===== src/rtl/debug_lock_pkg.sv =====
// package: constants for the secure debug access lock
package debug_lock_pkg;
   // ----------------------------------------
   // reset values
   // ----------------------------------------
   localparam logic DBG_EN_RST   = 1'h0;   // debugger enable after reset
   localparam logic DBG_LOCK_RST = 1'h0;   // lock after hardware reset
   // ----------------------------------------
   // key space and identifier
   // ----------------------------------------
   localparam int   KEY_W        = 32;     // width of a key storage word
   localparam int   UID_W        = 64;     // width of unique identifier
   localparam logic [31:0] KEY_REVOKED = 32'hFFFF_FFFF; // revoked key pattern
endpackage


===== src/rtl/secure_debug_access_lock.sv =====
// module: debug lock, debug path isolation and revoked key read guard
`timescale 1ns/10ps
module secure_debug_access_lock
   import debug_lock_pkg::*;
#(
   parameter int KW = KEY_W                    // key word width
)
(
   input  wire logic          mclk,            // system clock, 100 MHz
   input  wire logic          sys_rst,         // hardware reset, sync, high
   input  wire logic          sw_rst,          // software reset, sync, high
   input  wire logic          lock_wr,         // write strobe to lock bit
   input  wire logic          lock_wdata,      // data for lock bit
   input  wire logic          enable_wr,       // write strobe to enable bit
   input  wire logic          enable_wdata,    // data for enable bit
   input  wire logic          probe_swclk,     // probe clock pin
   input  wire logic          probe_swdio_in,  // probe data pin input
   output logic               probe_swdio_out, // data toward probe pin
   output logic               probe_swdio_oe,  // drive enable toward probe
   output logic               core_swclk,      // clock to debug controller
   output logic               core_swdio_in,   // data to debug controller
   input  wire logic          core_swdio_out,  // data from debug controller
   input  wire logic          core_swdio_oe,   // drive enable from controller
   input  wire logic          key_rd,          // read of key storage word
   input  wire logic [KW-1:0] key_rdata_raw,   // word from key storage
   output logic [KW-1:0]      key_rdata,       // returned read data
   output logic               key_err,         // bus error answer, one cycle
   output logic               debug_locked,    // lock bit state
   output logic               debugger_enable  // enable bit state
);
   // ----------------------------------------
   // state
   // ----------------------------------------
   logic lock_q;          // sticky debug lock
   logic en_q;            // debugger enable
   localparam int NPIN    = 2;   // number of synchronised probe pins
   localparam int PIN_CLK = 0;   // slot of the probe clock
   localparam int PIN_DIO = 1;   // slot of the probe data line
   logic [NPIN-1:0] pin_raw;     // probe pins as they arrive
   logic [NPIN-1:0] pin_s1_q;    // first stage, may be metastable
   logic [NPIN-1:0] pin_s2_q;    // second stage, safe to use
   logic conn;            // debug path connected
   logic key_revoked;     // stored word carries the revoked pattern

   // ----------------------------------------
   // lock and enable bits
   // ----------------------------------------
   // sticky lock: only sys_rst clears; sw_rst deliberately ignored
   always_ff @(posedge mclk)
   begin
      if (sys_rst)
         lock_q <= DBG_LOCK_RST;
      else if (lock_wr && lock_wdata)
         lock_q <= 1'b1;                      // zero writes do nothing
   end

   // enable bit: both resets return it to disabled
   always_ff @(posedge mclk)
   begin
      if (sys_rst || sw_rst)
         en_q <= DBG_EN_RST;
      else if (enable_wr)
         en_q <= enable_wdata;
   end

   // ----------------------------------------
   // probe pin synchroniser
   // ----------------------------------------
   // pins are asynchronous: two flops before any use; only stage two is read
   assign pin_raw[PIN_CLK] = probe_swclk;
   assign pin_raw[PIN_DIO] = probe_swdio_in;

   // one identical two-stage chain per pin
   for (genvar g = 0; g < NPIN; g++)
   begin : g_sync
      always_ff @(posedge mclk)
      begin
         if (sys_rst)
         begin
            pin_s1_q[g] <= 1'b0;          // idle low, as the probe parks its clock
            pin_s2_q[g] <= 1'b0;
         end
         else
         begin
            pin_s1_q[g] <= pin_raw[g];    // capture, may go metastable
            pin_s2_q[g] <= pin_s1_q[g];   // settled copy for the logic
         end
      end
   end

   // ----------------------------------------
   // path gate
   // ----------------------------------------
   // lock overrides enable, so a late enable write cannot reopen the path
   assign conn = en_q && !lock_q;

   // ----------------------------------------
   // isolation: gated flops keep outputs registered
   // ----------------------------------------
   // core side: a closed path shows the controller a quiet, parked line
   always_ff @(posedge mclk)
   begin
      if (sys_rst)
      begin
         core_swclk    <= 1'b0;                     // clock parked low
         core_swdio_in <= 1'b0;
      end
      else
      begin
         core_swclk    <= conn & pin_s2_q[PIN_CLK];
         core_swdio_in <= conn & pin_s2_q[PIN_DIO];
      end
   end

   // probe side: the pin is only driven while the path is open
   always_ff @(posedge mclk)
   begin
      if (sys_rst)
      begin
         probe_swdio_out <= 1'b0;                   // released after reset
         probe_swdio_oe  <= 1'b0;
      end
      else
      begin
         probe_swdio_out <= conn & core_swdio_out;
         probe_swdio_oe  <= conn & core_swdio_oe;
      end
   end

   // ----------------------------------------
   // revoked key guard
   // ----------------------------------------
   // one compare shared by the error and the data paths
   assign key_revoked = (key_rdata_raw == KEY_REVOKED[KW-1:0]);

   // revoked key read: error, data withheld as zero
   always_ff @(posedge mclk)
   begin
      if (sys_rst)
      begin
         key_err   <= 1'b0;                   // no answer pending
         key_rdata <= '0;
      end
      else
      begin
         key_err   <= key_rd && key_revoked;  // one-cycle error pulse
         key_rdata <= (key_rd && !key_revoked) ? key_rdata_raw : '0;
      end
   end

   // ----------------------------------------
   // status outputs
   // ----------------------------------------
   assign debug_locked    = lock_q;
   assign debugger_enable = en_q;

   // ----------------------------------------
   // assertions
   // ----------------------------------------
   // a set lock stays set; the reset edge itself disables the check
   a_lock_sticky: assert property (@(posedge mclk) disable iff (sys_rst)
      lock_q |=> lock_q)
      else $error("lock cleared without hw reset");
   // a one written to the lock sets it on the next edge
   a_lock_set: assert property (@(posedge mclk) disable iff (sys_rst)
      lock_wr && lock_wdata |=> lock_q)
      else $error("lock not set");
   // a zero written to a clear lock leaves it clear
   a_lock_zero: assert property (@(posedge mclk) disable iff (sys_rst)
      lock_wr && !lock_wdata && !lock_q |=> !lock_q)
      else $error("zero write set the lock");
   // software reset must not touch the lock
   a_lock_swrst: assert property (@(posedge mclk) disable iff (sys_rst)
      sw_rst && lock_q |=> lock_q)
      else $error("sw reset cleared lock");
   // hardware reset always clears the lock
   a_lock_hwrst: assert property (@(posedge mclk)
      sys_rst |=> !lock_q)
      else $error("lock kept through hw reset");
   // either reset leaves the debugger disabled
   a_en_reset: assert property (@(posedge mclk)
      sys_rst || sw_rst |=> !en_q)
      else $error("enable not zero after reset");
   // an enable write outside resets takes the written value
   a_en_write: assert property (@(posedge mclk) disable iff (sys_rst)
      enable_wr && !sw_rst |=> en_q == $past(enable_wdata))
      else $error("enable write lost");
   // while locked, nothing from the probe reaches the core
   a_core_iso: assert property (@(posedge mclk) disable iff (sys_rst)
      lock_q ##1 lock_q |-> !core_swclk && !core_swdio_in)
      else $error("probe reached core while locked");
   // while locked, the core cannot drive the probe pin
   a_probe_lock: assert property (@(posedge mclk) disable iff (sys_rst)
      lock_q |=> !probe_swdio_oe && !probe_swdio_out)
      else $error("core drove probe while locked");
   // a disabled path never drives the probe pin
   a_probe_iso: assert property (@(posedge mclk) disable iff (sys_rst)
      !en_q |=> !probe_swdio_oe)
      else $error("drive while disabled");
   // an open path hands the synchronised clock straight on
   a_path_pass: assert property (@(posedge mclk) disable iff (sys_rst)
      conn |=> core_swclk == $past(pin_s2_q[PIN_CLK]))
      else $error("path not passing");
   // a revoked word answers with an error and no data
   a_key_err: assert property (@(posedge mclk) disable iff (sys_rst)
      key_rd && key_rdata_raw == KEY_REVOKED[KW-1:0] |=> key_err && key_rdata == '0)
      else $error("revoked key read without error");
   // a live word comes back unchanged and without an error
   a_key_pass: assert property (@(posedge mclk) disable iff (sys_rst)
      key_rd && key_rdata_raw != KEY_REVOKED[KW-1:0]
      |=> !key_err && key_rdata == $past(key_rdata_raw))
      else $error("live key read altered");
   // with no read the answer lines rest at zero
   a_key_idle: assert property (@(posedge mclk) disable iff (sys_rst)
      !key_rd |=> !key_err && key_rdata == '0)
      else $error("key answer without a read");

   // ----------------------------------------
   // cover properties
   // ----------------------------------------
   c_lock:        cover property (@(posedge mclk) lock_wr && lock_wdata ##1 lock_q);
   c_conn:        cover property (@(posedge mclk) conn ##1 core_swclk);
   c_err:         cover property (@(posedge mclk) key_err);
   c_swrst_keep:  cover property (@(posedge mclk) sw_rst && lock_q ##1 lock_q && !en_q);
   c_hwrst_clear: cover property (@(posedge mclk) lock_q ##1 sys_rst ##1 !lock_q);
endmodule // secure_debug_access_lock


===== config.mk =====
export PLATFORM = sky130hd
export DESIGN_NAME = secure_debug_access_lock
export DESIGN_NICKNAME = d
export VERILOG_FILES = /design/src/rtl/debug_lock_pkg.sv /design/src/rtl/secure_debug_access_lock.sv
export SDC_FILE = /design/constraint.sdc
export NUM_CORES = 1
export LEC_CHECK = 0
export BUFFER_PORTS_ARGS = -buffer_cell sky130_fd_sc_hd__buf_2
export CAP_MARGIN = 15
export CORE_MARGIN = 8
export CORE_UTILIZATION = 38
export DETAILED_ROUTE_END_ITERATION = 7
export GPL_ROUTABILITY_DRIVEN = 0
export PLACE_DENSITY = 0.82
export SLEW_MARGIN = 20
export SYNTH_ARGS = -nofsm -noshare
export SYNTH_HDL_FRONTEND = slang
export SYNTH_SLANG_ARGS = --single-unit

===== constraint.sdc =====
create_clock -name mclk -period 1 [get_ports mclk]
set_input_delay 0.15 -clock mclk [delete_from_list [all_inputs] [get_ports mclk]]
set_output_delay 0.15 -clock mclk [all_outputs]
set_load 0.03 [all_outputs]

After elaboration in Yosys (flattened, before gate mapping)
Cells that the tools add are included.

operators by class
  reductions and logical operators = 8
  eq/ne operators = 1
  bitwise logic cells = 5

operators with widths
  cell                                   count
  32-bit == test, second input constant  1
  1-bit AND                              4
  1-bit logical AND                      4
  1-bit logical NOT                      2
  2-bit OR reduction                     1
  1-bit logical OR                       1
  1-bit NOT                              1

storage, ports and cells
  register bits after elaboration = 43
  logic and storage cells = 26
  output and inout bits = 39
  input bits = 44

Depth between registers and ports, before layout
Gate-level depths: netlist of run 1.

  depth after elaboration = 5
  gate-level depth with buffers = 5

Least setup slack after synthesis of run 1
No wires, ideal clock.

  kind = input-to-reg
  from = in key_rdata_raw[14]
  to = reg key_rdata[10]
  cell stages on the path = 4
  path buffers = 1
  data required time = 0.879 ns
  data arrival time = 0.956 ns
  path slack = -0.077 ns
  cells stage by stage = nand4_1 > nor4_4 > buf_6 > a21oi_1

on the way
  longest elaborated chain between the ends = 5

RTL lines
  what                          line                             RTL
  start, declared               secure_debug_access_lock.sv:25   input wire logic [KW-1:0] key_rdata_raw,
  32-bit == test                secure_debug_access_lock.sv:134  assign key_revoked = (key_rdata_raw == KEY_REVOKED[KW-1:0]);
  1-bit logical NOT             secure_debug_access_lock.sv:147  key_rdata <= (key_rd && !key_revoked) ? key_rdata_raw : '0;
  1-bit logical AND             secure_debug_access_lock.sv:147
  1-bit NOT (no line)           n/a
  2-bit OR reduction (no line)  n/a
  end signal, assigned          secure_debug_access_lock.sv:147
  end, declared                 secure_debug_access_lock.sv:26   output logic [KW-1:0] key_rdata,

Every way passes these cells.
A chain may end at the register's enable or synchronous reset.

Worst setup path in the final report of run 1
  from = in key_rdata_raw[10]
  to = reg key_err

on the way
  longest elaborated chain between the ends = 2

RTL lines
  what                  line                             RTL
  32-bit == test        secure_debug_access_lock.sv:134
  1-bit logical AND     secure_debug_access_lock.sv:146  key_err <= key_rd && key_revoked;
  end signal, assigned  secure_debug_access_lock.sv:146
  end, declared         secure_debug_access_lock.sv:27   output logic key_err,

Every way passes these cells.

==> results.toml, run 1 <==
[run_status]
status = "complete, no violations"

[sta]
setup_viol = 0
grt_setup_unrepaired = "yes"
skew_ps = 0.571
timing.hold.ws_ps = 26.6
timing.fmax_ghz = 1.04
relSlewSlack_pct = 78.0
worstMarginPinSlew_ps = 330
fin_ws_ps = 38.5
post-route-period-util_pct = 96.1
hold_viol = 0
slew_viol_final = 0
fin_crit_ps = 961

[power]
ir_worst_vdd_mv = 0.672
powerDensity_nw_per_um2 = 1650
total_power_w = 0.00356
leakage_nw = 1.06

[run]
max-cap-violations = 0

[clocking]
htree_levels = 2
cts_hold_buf = 0
cts.clk_slew.worst_paths_ps = 80
cts_made_buffers = 5
cts_tree = "built"
clock_path_buffers = 2
clk_latency_ps = 280
postCtsSetupBuffers = 0
root_buffer = "clkbuf_8"
cts_sinks = 43

[drt]
drc = 0
wl_per_cell_um = 13.2
dr_wl_met3_um = 361
routed.top_layer = "met4"
drtIter0Drc = 34
wirelength_um = 3740
drt-met1-wl_um = 1510
vias_per_cell = 4.54
wl_met2_um = 1830
num_vias = 1290
firstDrtPassIters = 4
postRouteAntennaNets = 0

[floorplan]
die_y_um = 77.3
chipWidth_um = 77.3
start_util_pct = 39.4
die_area_um2 = 5980
core_area_um2 = 3630
ios = 83
rows = 22

[finish]
final_cells = 284
num_antenna_cells = 0
layout-drive-gt1-share_pct = 55.5
fillers = 347
num-nets-final = 279
area_growth_pct = 50.7

[worst_setup_path]
end_kind = "flip-flop"
slowest_delay_ps = 360
arrival_ps = 1190
path_cells = "buf_2, nand4_2, nor4_4, buf_6, and3_2"
cp_max_fo = 16
slowest_stage = "nor4_4"
critPathLaunchType = "input pin"
cp.required_ps = 1230
crit_family = "simple AND/OR/NAND/NOR gates"
crit_buf_inv = 2
crit_type = "in -> reg"

[hold_path]
hold_class = "in -> reg"

[global_routing]
grt.total_usage_pct = 12.7
grt_max_degree = 34
globalRouteOverflowTotal = 0
grt_pass1_vias = 1420
antenna_found_initial = 0
grt_pass1_wl_um = 6310

[synth]
netlist_instances = 142
synth.top_cell.area_share_pct = 60.2
ys_top_cells_by_area = "dfxtp_1 (60%), a21oi_1 (9.8%), nand2_1 (8.4%), a21oi_2 (3.1%), nor4_4 (3.0%)"
synth.distinct_cells = 18
ys_warn_count = 0
ys_seq_elements = 43
seq_area_frac_synth_pct = 60.2
synth_nets = 186
synth_area_leader_cell = "dfxtp_1"
syn_area_per_cell_um2 = 10.1
synth_area_um2 = 1430

[placement]
hpwlAfterDp_um = 2920
placed_cells = 276
detailedPlace.worstSlack_ps = -273
port_buffers = 82
[cell usage after synthesis (all sizes together)]
cell	n
dfxtp	43
a21oi	33
nand2	32
buf	8
nand4	8
nor2b	5
and2	4
clkbuf	2
nor4	2
and3	1
mux2i	1
nor2	1
nor3	1
nor3b	1
[cells by family (layout without fill, tap and decap cells)]
group / count (synthesis) / count (layout) / share of synthesized area, %
mux: 1 / 1 / 0.700
buf+inv: 10 / 104 / 4.90
compound gates: 33 / 33 / 12.9
simple gates: 55 / 55 / 21.3
flops: 43 / 43 / 60.2
[what timing repair did]
item,4_1_cts,5_1_grt
setup endpoints to repair,2,18
pin swaps,0,0
endpoints found under the hold margin,0,0
gates resized for setup,2,4
[stage by stage]
step | area [um^2] | utilization (%) | TNS (ps)
6_report | 2150 | 59.3 | 0
3_5_place_dp | 2020 | 55.6 | -7660
4_1_cts | 2140 | 59.0 | 0
3_3_place_gp | 2020 | 55.6 | -6880
2_1_floorplan | 1500 | - | -2060
5_1_grt | 2150 | 59.3 | -37.2
[cells in the final DEF, fill, tap and decap left out, types with 2 or more instances in the layout]
cell type   n
a21oi_1    13
nor2b_1     4
buf_2      80
dfxtp_1    42
buf_6       3
a21oi_2    20
nor4_4      2
buf_4      11
clkbuf_8    6
nand4_2     2
and2_1      4
nand4_1     6
buf_12      2
nand2_1    32
[metal layers]
metal	up-vias	GRT usage, %
met5	-	0
met4	0	5.09
li1	661	-
met3	4	5.99
met1	571	12.3
met2	54	22.7
[final timing paths]
kind,start,endpoint,slack (ps),cells after the start
worst min-delay path,sw_rst,debugger_enable,30,2
worst max register to register,debugger_enable,probe_swdio_oe,100,2
worst max-delay path,key_rdata_raw[10],key_err,40,5
worst min register to register,pin_s2_q[1],core_swdio_in,440,1
[state kept, by name, summed over array words and instances (netlist names)]
signal and count:
pin_s1_q 2, core_swdio_in 1, pin_s2_q 2, core_swclk 1
debugger_enable 1, debug_locked 1, probe_swdio_out 1, probe_swdio_oe 1
key_err 1, key_rdata 32
[where the power goes]
part	internal, W	switching (W)
clock	0.000808	0.000546
combinational	0.000171	0.000247
sequential	0.00178	0.0000158
total	0.00275	0.000810
[layout make-up]
cell class,instances,area (um^2),share of cell area (%)
clock buffers,6,82.6,3.83
clock inverters,2,35.0,1.63
well taps,48,60.1,2.79
repair buffers,96,557,25.8
flip-flops and latches,43,862,40.0
multi-input cells,89,558,25.9
(Power assumes the default switching activity.)
==> run 2: changes to the inputs <==
--- a/config.mk
+++ b/config.mk
@@ -11,2 +11,3 @@
 export CORE_UTILIZATION = 38
+export CTS_CLUSTER_SIZE = 10
 export DETAILED_ROUTE_END_ITERATION = 7
==> constraint.sdc (replaced) <==
create_clock -name mclk -period 1 [get_ports mclk]
set_input_delay 0.1 -clock mclk [delete_from_list [all_inputs] [get_ports mclk]]
set_output_delay 0.1 -clock mclk [all_outputs]
set_load 0.03 [all_outputs]
==> results.toml, run 2 (synthesis gave the netlist of run 1 again) <==
[worst_setup_path]
r2r-end = "probe_swdio_oe"
crit_buf_inv = 1
cp_max_fo = 3
path_cells = "buf_2"
slowest_delay_ps = 360
cp.required_ps = 900
end_kind = "primary output"
critPathLaunchType = "flip-flop"
rrSetupSlack_ps = 100
crit_type = "reg -> out"
reg2reg_from = "debugger_enable"
slowest_stage = "dfxtp_1"
crit_family = "flip-flops"
ff2ff_path_depth = 2
arrival_ps = 850

[global_routing]
globalRouteOverflowTotal = 0
grt.total_usage_pct = 12.0
grt_pass1_vias = 1323
antenna_found_initial = 0
grt_max_degree = 24
grt_pass1_wl_um = 5880

[hold_path]
min_from = "core_swdio_out"
whs_path_depth = 2
hold_end = "probe_swdio_out"
hold_class = "in -> reg"

[power]
powerDensity_nw_per_um2 = 1650
power_frac_comb_pct = 11.8
switching_power_w = 0.000778
leakage_nw = 1.05
p_seq_share_pct = 52.0
ir_worst_vdd_mv = 0.567
switching_share_pct = 22.6
clkPwrFrac_pct = 36.2
p_int_w = 0.00267

[finish]
num-nets-final = 280
final_area_um2 = 2090
layout_common_cells = "buf_2 (82), dfxtp_1 (43), nand2_1 (32)"
top_register = "key_rdata"
final_common_cell = "buf_2"
final_cells = 284
largest_register_ffs = 32
num_antenna_cells = 0
layout-drive-gt1-share_pct = 50.0
area_growth_pct = 46.5
reg_top3 = "key_rdata (32), pin_s1_q (2), pin_s2_q (2)"

[placement]
port_buffers = 82
placed_cells = 276
hpwlAfterDp_um = 2880
post_dp_cell_area_um2 = 1980

[clocking]
postCtsSetupBuffers = 0
htree_levels = 2
clk_latency_ps = 290
clock_path_buffers = 2
cts_sinks = 43
cts.clk_slew.worst_paths_ps = 70
post_cts_resized = 0
root_buffer = "clkbuf_8"
cts_made_buffers = 5
cts_hold_buf = 1
cts_tree = "built"

[run_status]
status = "complete, no violations"

[drt]
firstDrtPassIters = 4
drc = 0
drtIter0Drc = 47
vias_per_cell = 4.59
postRouteAntennaNets = 0
num_vias = 1304
wl_per_cell_um = 12.8
wirelength_um = 3620

[sta]
setup_viol = 0
post-route-period-util_pct = 95.2
worstMarginPinSlew_ps = 351
timing.fmax_ghz = 1.05
hold_viol = 0
fin_crit_ps = 952
grt_setup_unrepaired = "no"
relSlewSlack_pct = 76.6
skew_ps = 0.788
slew_viol_final = 0

[run]
max-cap-violations = 0

[floorplan]
start_util_pct = 39.4
rows = 22
die_area_um2 = 5980
chipWidth_um = 77.3
ios = 83
die_y_um = 77.3
core_area_um2 = 3630
-- run 2: cell count changes in the layout (fill, tap and decap cells not counted), sizes merged --
cell / before / now
dlygate4sd3: 0 / 1
clkinv: 1 / 0
-- run 2: through the flow --
step | power [W] | TNS (ps) | utilization (%) | worst slack (ps) | hold WS, ps
2_1_floorplan | 0.00203 | -248 | - | -24.8 | 172
3_3_place_gp | 0.00223 | -4660 | 54.5 | -176 | 265
3_5_place_dp | 0.00224 | -5030 | 54.5 | -206 | 269
4_1_cts | 0.00350 | 0 | 57.6 | 32.7 | 7.64
5_1_grt | 0.00360 | 0 | 57.6 | 4.83 | 13.5
6_report | 0.00345 | 0 | 57.6 | 48.2 | 15.9
-- run 2: how the worst max path moves through the flow --
stage / from / to / slack (ps) / depth (start not counted)
6_report: debug_locked / debug_locked / 50 / 1
4_1_cts: debug_locked / debug_locked / 30 / 1
5_1_grt: debugger_enable / probe_swdio_oe / 5 / 2
3_3_place_gp: key_rdata_raw[3] / key_rdata[2] / -180 / 5
2_1_floorplan: key_rdata_raw[3] / key_rdata[10] / -20 / 4
3_5_place_dp: key_rdata_raw[3] / key_rdata[2] / -210 / 5
-- run 2: cell type report --
type / instances / area (um^2)
fill: 350 / 1540
tap: 48 / 60.1
timing repair buffer: 97 / 551
clock inverter: 1 / 30.0
sequential: 43 / 861
multi-input combinational: 89 / 520
clock buffer: 6 / 72.6
-- run 2: power groups by stage --
stage	Clock (W)	Sequential, W	Combinational (W)
final	0.00125	0.00179	0.000406
after global routing	0.00136	0.00180	0.000442
after floorplan	0	0.00195	0.0000872
after detailed placement	0	0.00183	0.000408
after CTS	0.00129	0.00179	0.000413
after global placement	0	0.00183	0.000402
-- run 2: per-layer routing --
layer	wire, um	global-route usage (%)	vias to the layer above
met5	0	0	-
met4	25	3.96	0
met3	404	7.49	4
met2	1790	21.1	58
met1	1410	11.1	578
li1	-	-	664
==> run 3: changes to the inputs <==
- MAX_ROUTING_LAYER: not set -> met4
- REMOVE_ABC_BUFFERS: not set -> 1
==> results.toml, run 3 (synthesis gave the netlist of run 1 again) <==
[hold_path]
whs_path_depth = 2
min_from = "core_swdio_out"
hold_end = "probe_swdio_out"
hold_class = "in -> reg"

[sta]
worstMarginPinSlew_ps = 296
post-route-period-util_pct = 96.1
tns_ps = 0
hold_viol = 0
relSlewSlack_pct = 80.1
slew_viol_final = 0
timing.fmax_ghz = 1.04
fin_crit_ps = 961
fin_ws_ps = 38.7
skew_ps = 3.02
grt_setup_unrepaired = "no"
setup_viol = 0

[finish]
largest_register_ffs = 32
area_growth_pct = 43.1
seqCellArea_um2 = 861
reg_top3 = "key_rdata (32), pin_s1_q (2), pin_s2_q (2)"
final_common_cell = "buf_2"
final_cells = 283
multiInputGateArea_um2 = 507
layout-drive-gt1-share_pct = 48.5
num-nets-final = 278
layout_common_cells = "buf_2 (82), dfxtp_1 (43), nand2_1 (32)"
fillers = 344
top_register = "key_rdata"
num_antenna_cells = 0

[worst_setup_path]
end_kind = "primary output"
rrSetupSlack_ps = 190
cp_max_fo = 3
slowest_delay_ps = 360
critPathLaunchType = "flip-flop"
ff2ff_path_depth = 2
slowest_stage = "dfxtp_1"
crit_type = "reg -> out"
cp.required_ps = 900
path_cells = "buf_2"
r2r-end = "core_swclk"
crit_family = "flip-flops"
crit_buf_inv = 1
arrival_ps = 860
reg2reg_from = "debugger_enable"

[power]
total_power_w = 0.00323
leakage_nw = 1.04
ir_worst_vdd_mv = 0.878
powerDensity_nw_per_um2 = 1580

[global_routing]
antenna_found_initial = 0
grt_pass1_vias = 1295
globalRouteOverflowTotal = 0
grt_max_degree = 34
grt.total_usage_pct = 13.3
grt_pass1_wl_um = 6260

[clocking]
cts_sinks = 43
clock_path_buffers = 2
cts.clk_slew.worst_paths_ps = 80
clk_latency_ps = 290
cts_tree = "built"
postCtsSetupBuffers = 0
htree_levels = 2
root_buffer = "clkbuf_8"
cts_made_buffers = 5

[floorplan]
chipWidth_um = 77.3
die_area_um2 = 5980
die_y_um = 77.3
ios = 83
start_util_pct = 39.4
rows = 22
core_area_um2 = 3630

[placement]
detailedPlace.worstSlack_ps = -198
hpwlAfterDp_um = 3070
port_buffers = 82
placed_cells = 274

[drt]
drt-met1-wl_um = 1600
drc = 0
num_vias = 1281
firstDrtPassIters = 4
vias_per_cell = 4.53
dr_wl_met3_um = 264
routed.top_layer = "met4"
wl_per_cell_um = 14.1
wl_met2_um = 2030
postRouteAntennaNets = 0
drtIter0Drc = 79
wirelength_um = 3980

[run_status]
status = "complete, no violations"

[run]
max-cap-violations = 0
run 3: what timing repair did:
item,CTS,global route
hold buffers,1,0
resized for setup,0,1
endpoints found under the hold margin,1,0
setup endpoints to repair,0,4
run 3: per-stage QoR:
stage | area (um^2) | utilization, % | hold slack, ps
finish | 2050 | 56.3 | 10.0
global route | 2050 | 56.3 | 5.30
CTS | 2040 | 56.2 | 4.30
detailed placement | 1950 | 53.6 | 270
global placement | 1950 | 53.6 | 267
floorplan | 1360 | - | 172
run 3: worst max-delay path by stage:
| stage | from | end | slack, ps | cells past startpoint |
|---|---|---|---|---|
| after detailed placement | key_rdata_raw[14] | key_rdata[12] | -200 | 5 |
| after global placement | key_rdata_raw[14] | key_err | -130 | 5 |
| after floorplan | key_rdata_raw[14] | key_err | -670 | 3 |
| after global routing | debug_locked | debug_locked | 10 | 1 |
| final | debug_locked | debug_locked | 40 | 1 |
| after CTS | debug_locked | debug_locked | 50 | 1 |
run 3: final cells by class:
cell class              count  area share (%)
clock inverters             3           0.733
well taps                  48            2.93
repair buffers             95            26.2
multi-input cells          89            24.8
flip-flops and latches     43            42.1
clock buffers               5            3.36
run 3: routing by layer:
metal / track usage (%) / up-vias
met2: 22.6 / 39
met1: 13.2 / 578
met4: 6.42 / 0
met3: 4.84 / 6
li1: - / 658
met5: - / -
run 3: where the power goes:
part           internal, W  leakage [nW]  switching [W]
Combinational     0.000160         0.643       0.000245
Clock             0.000478        0.0477       0.000554
Sequential         0.00177         0.353      0.0000166
Total              0.00241          1.04       0.000815
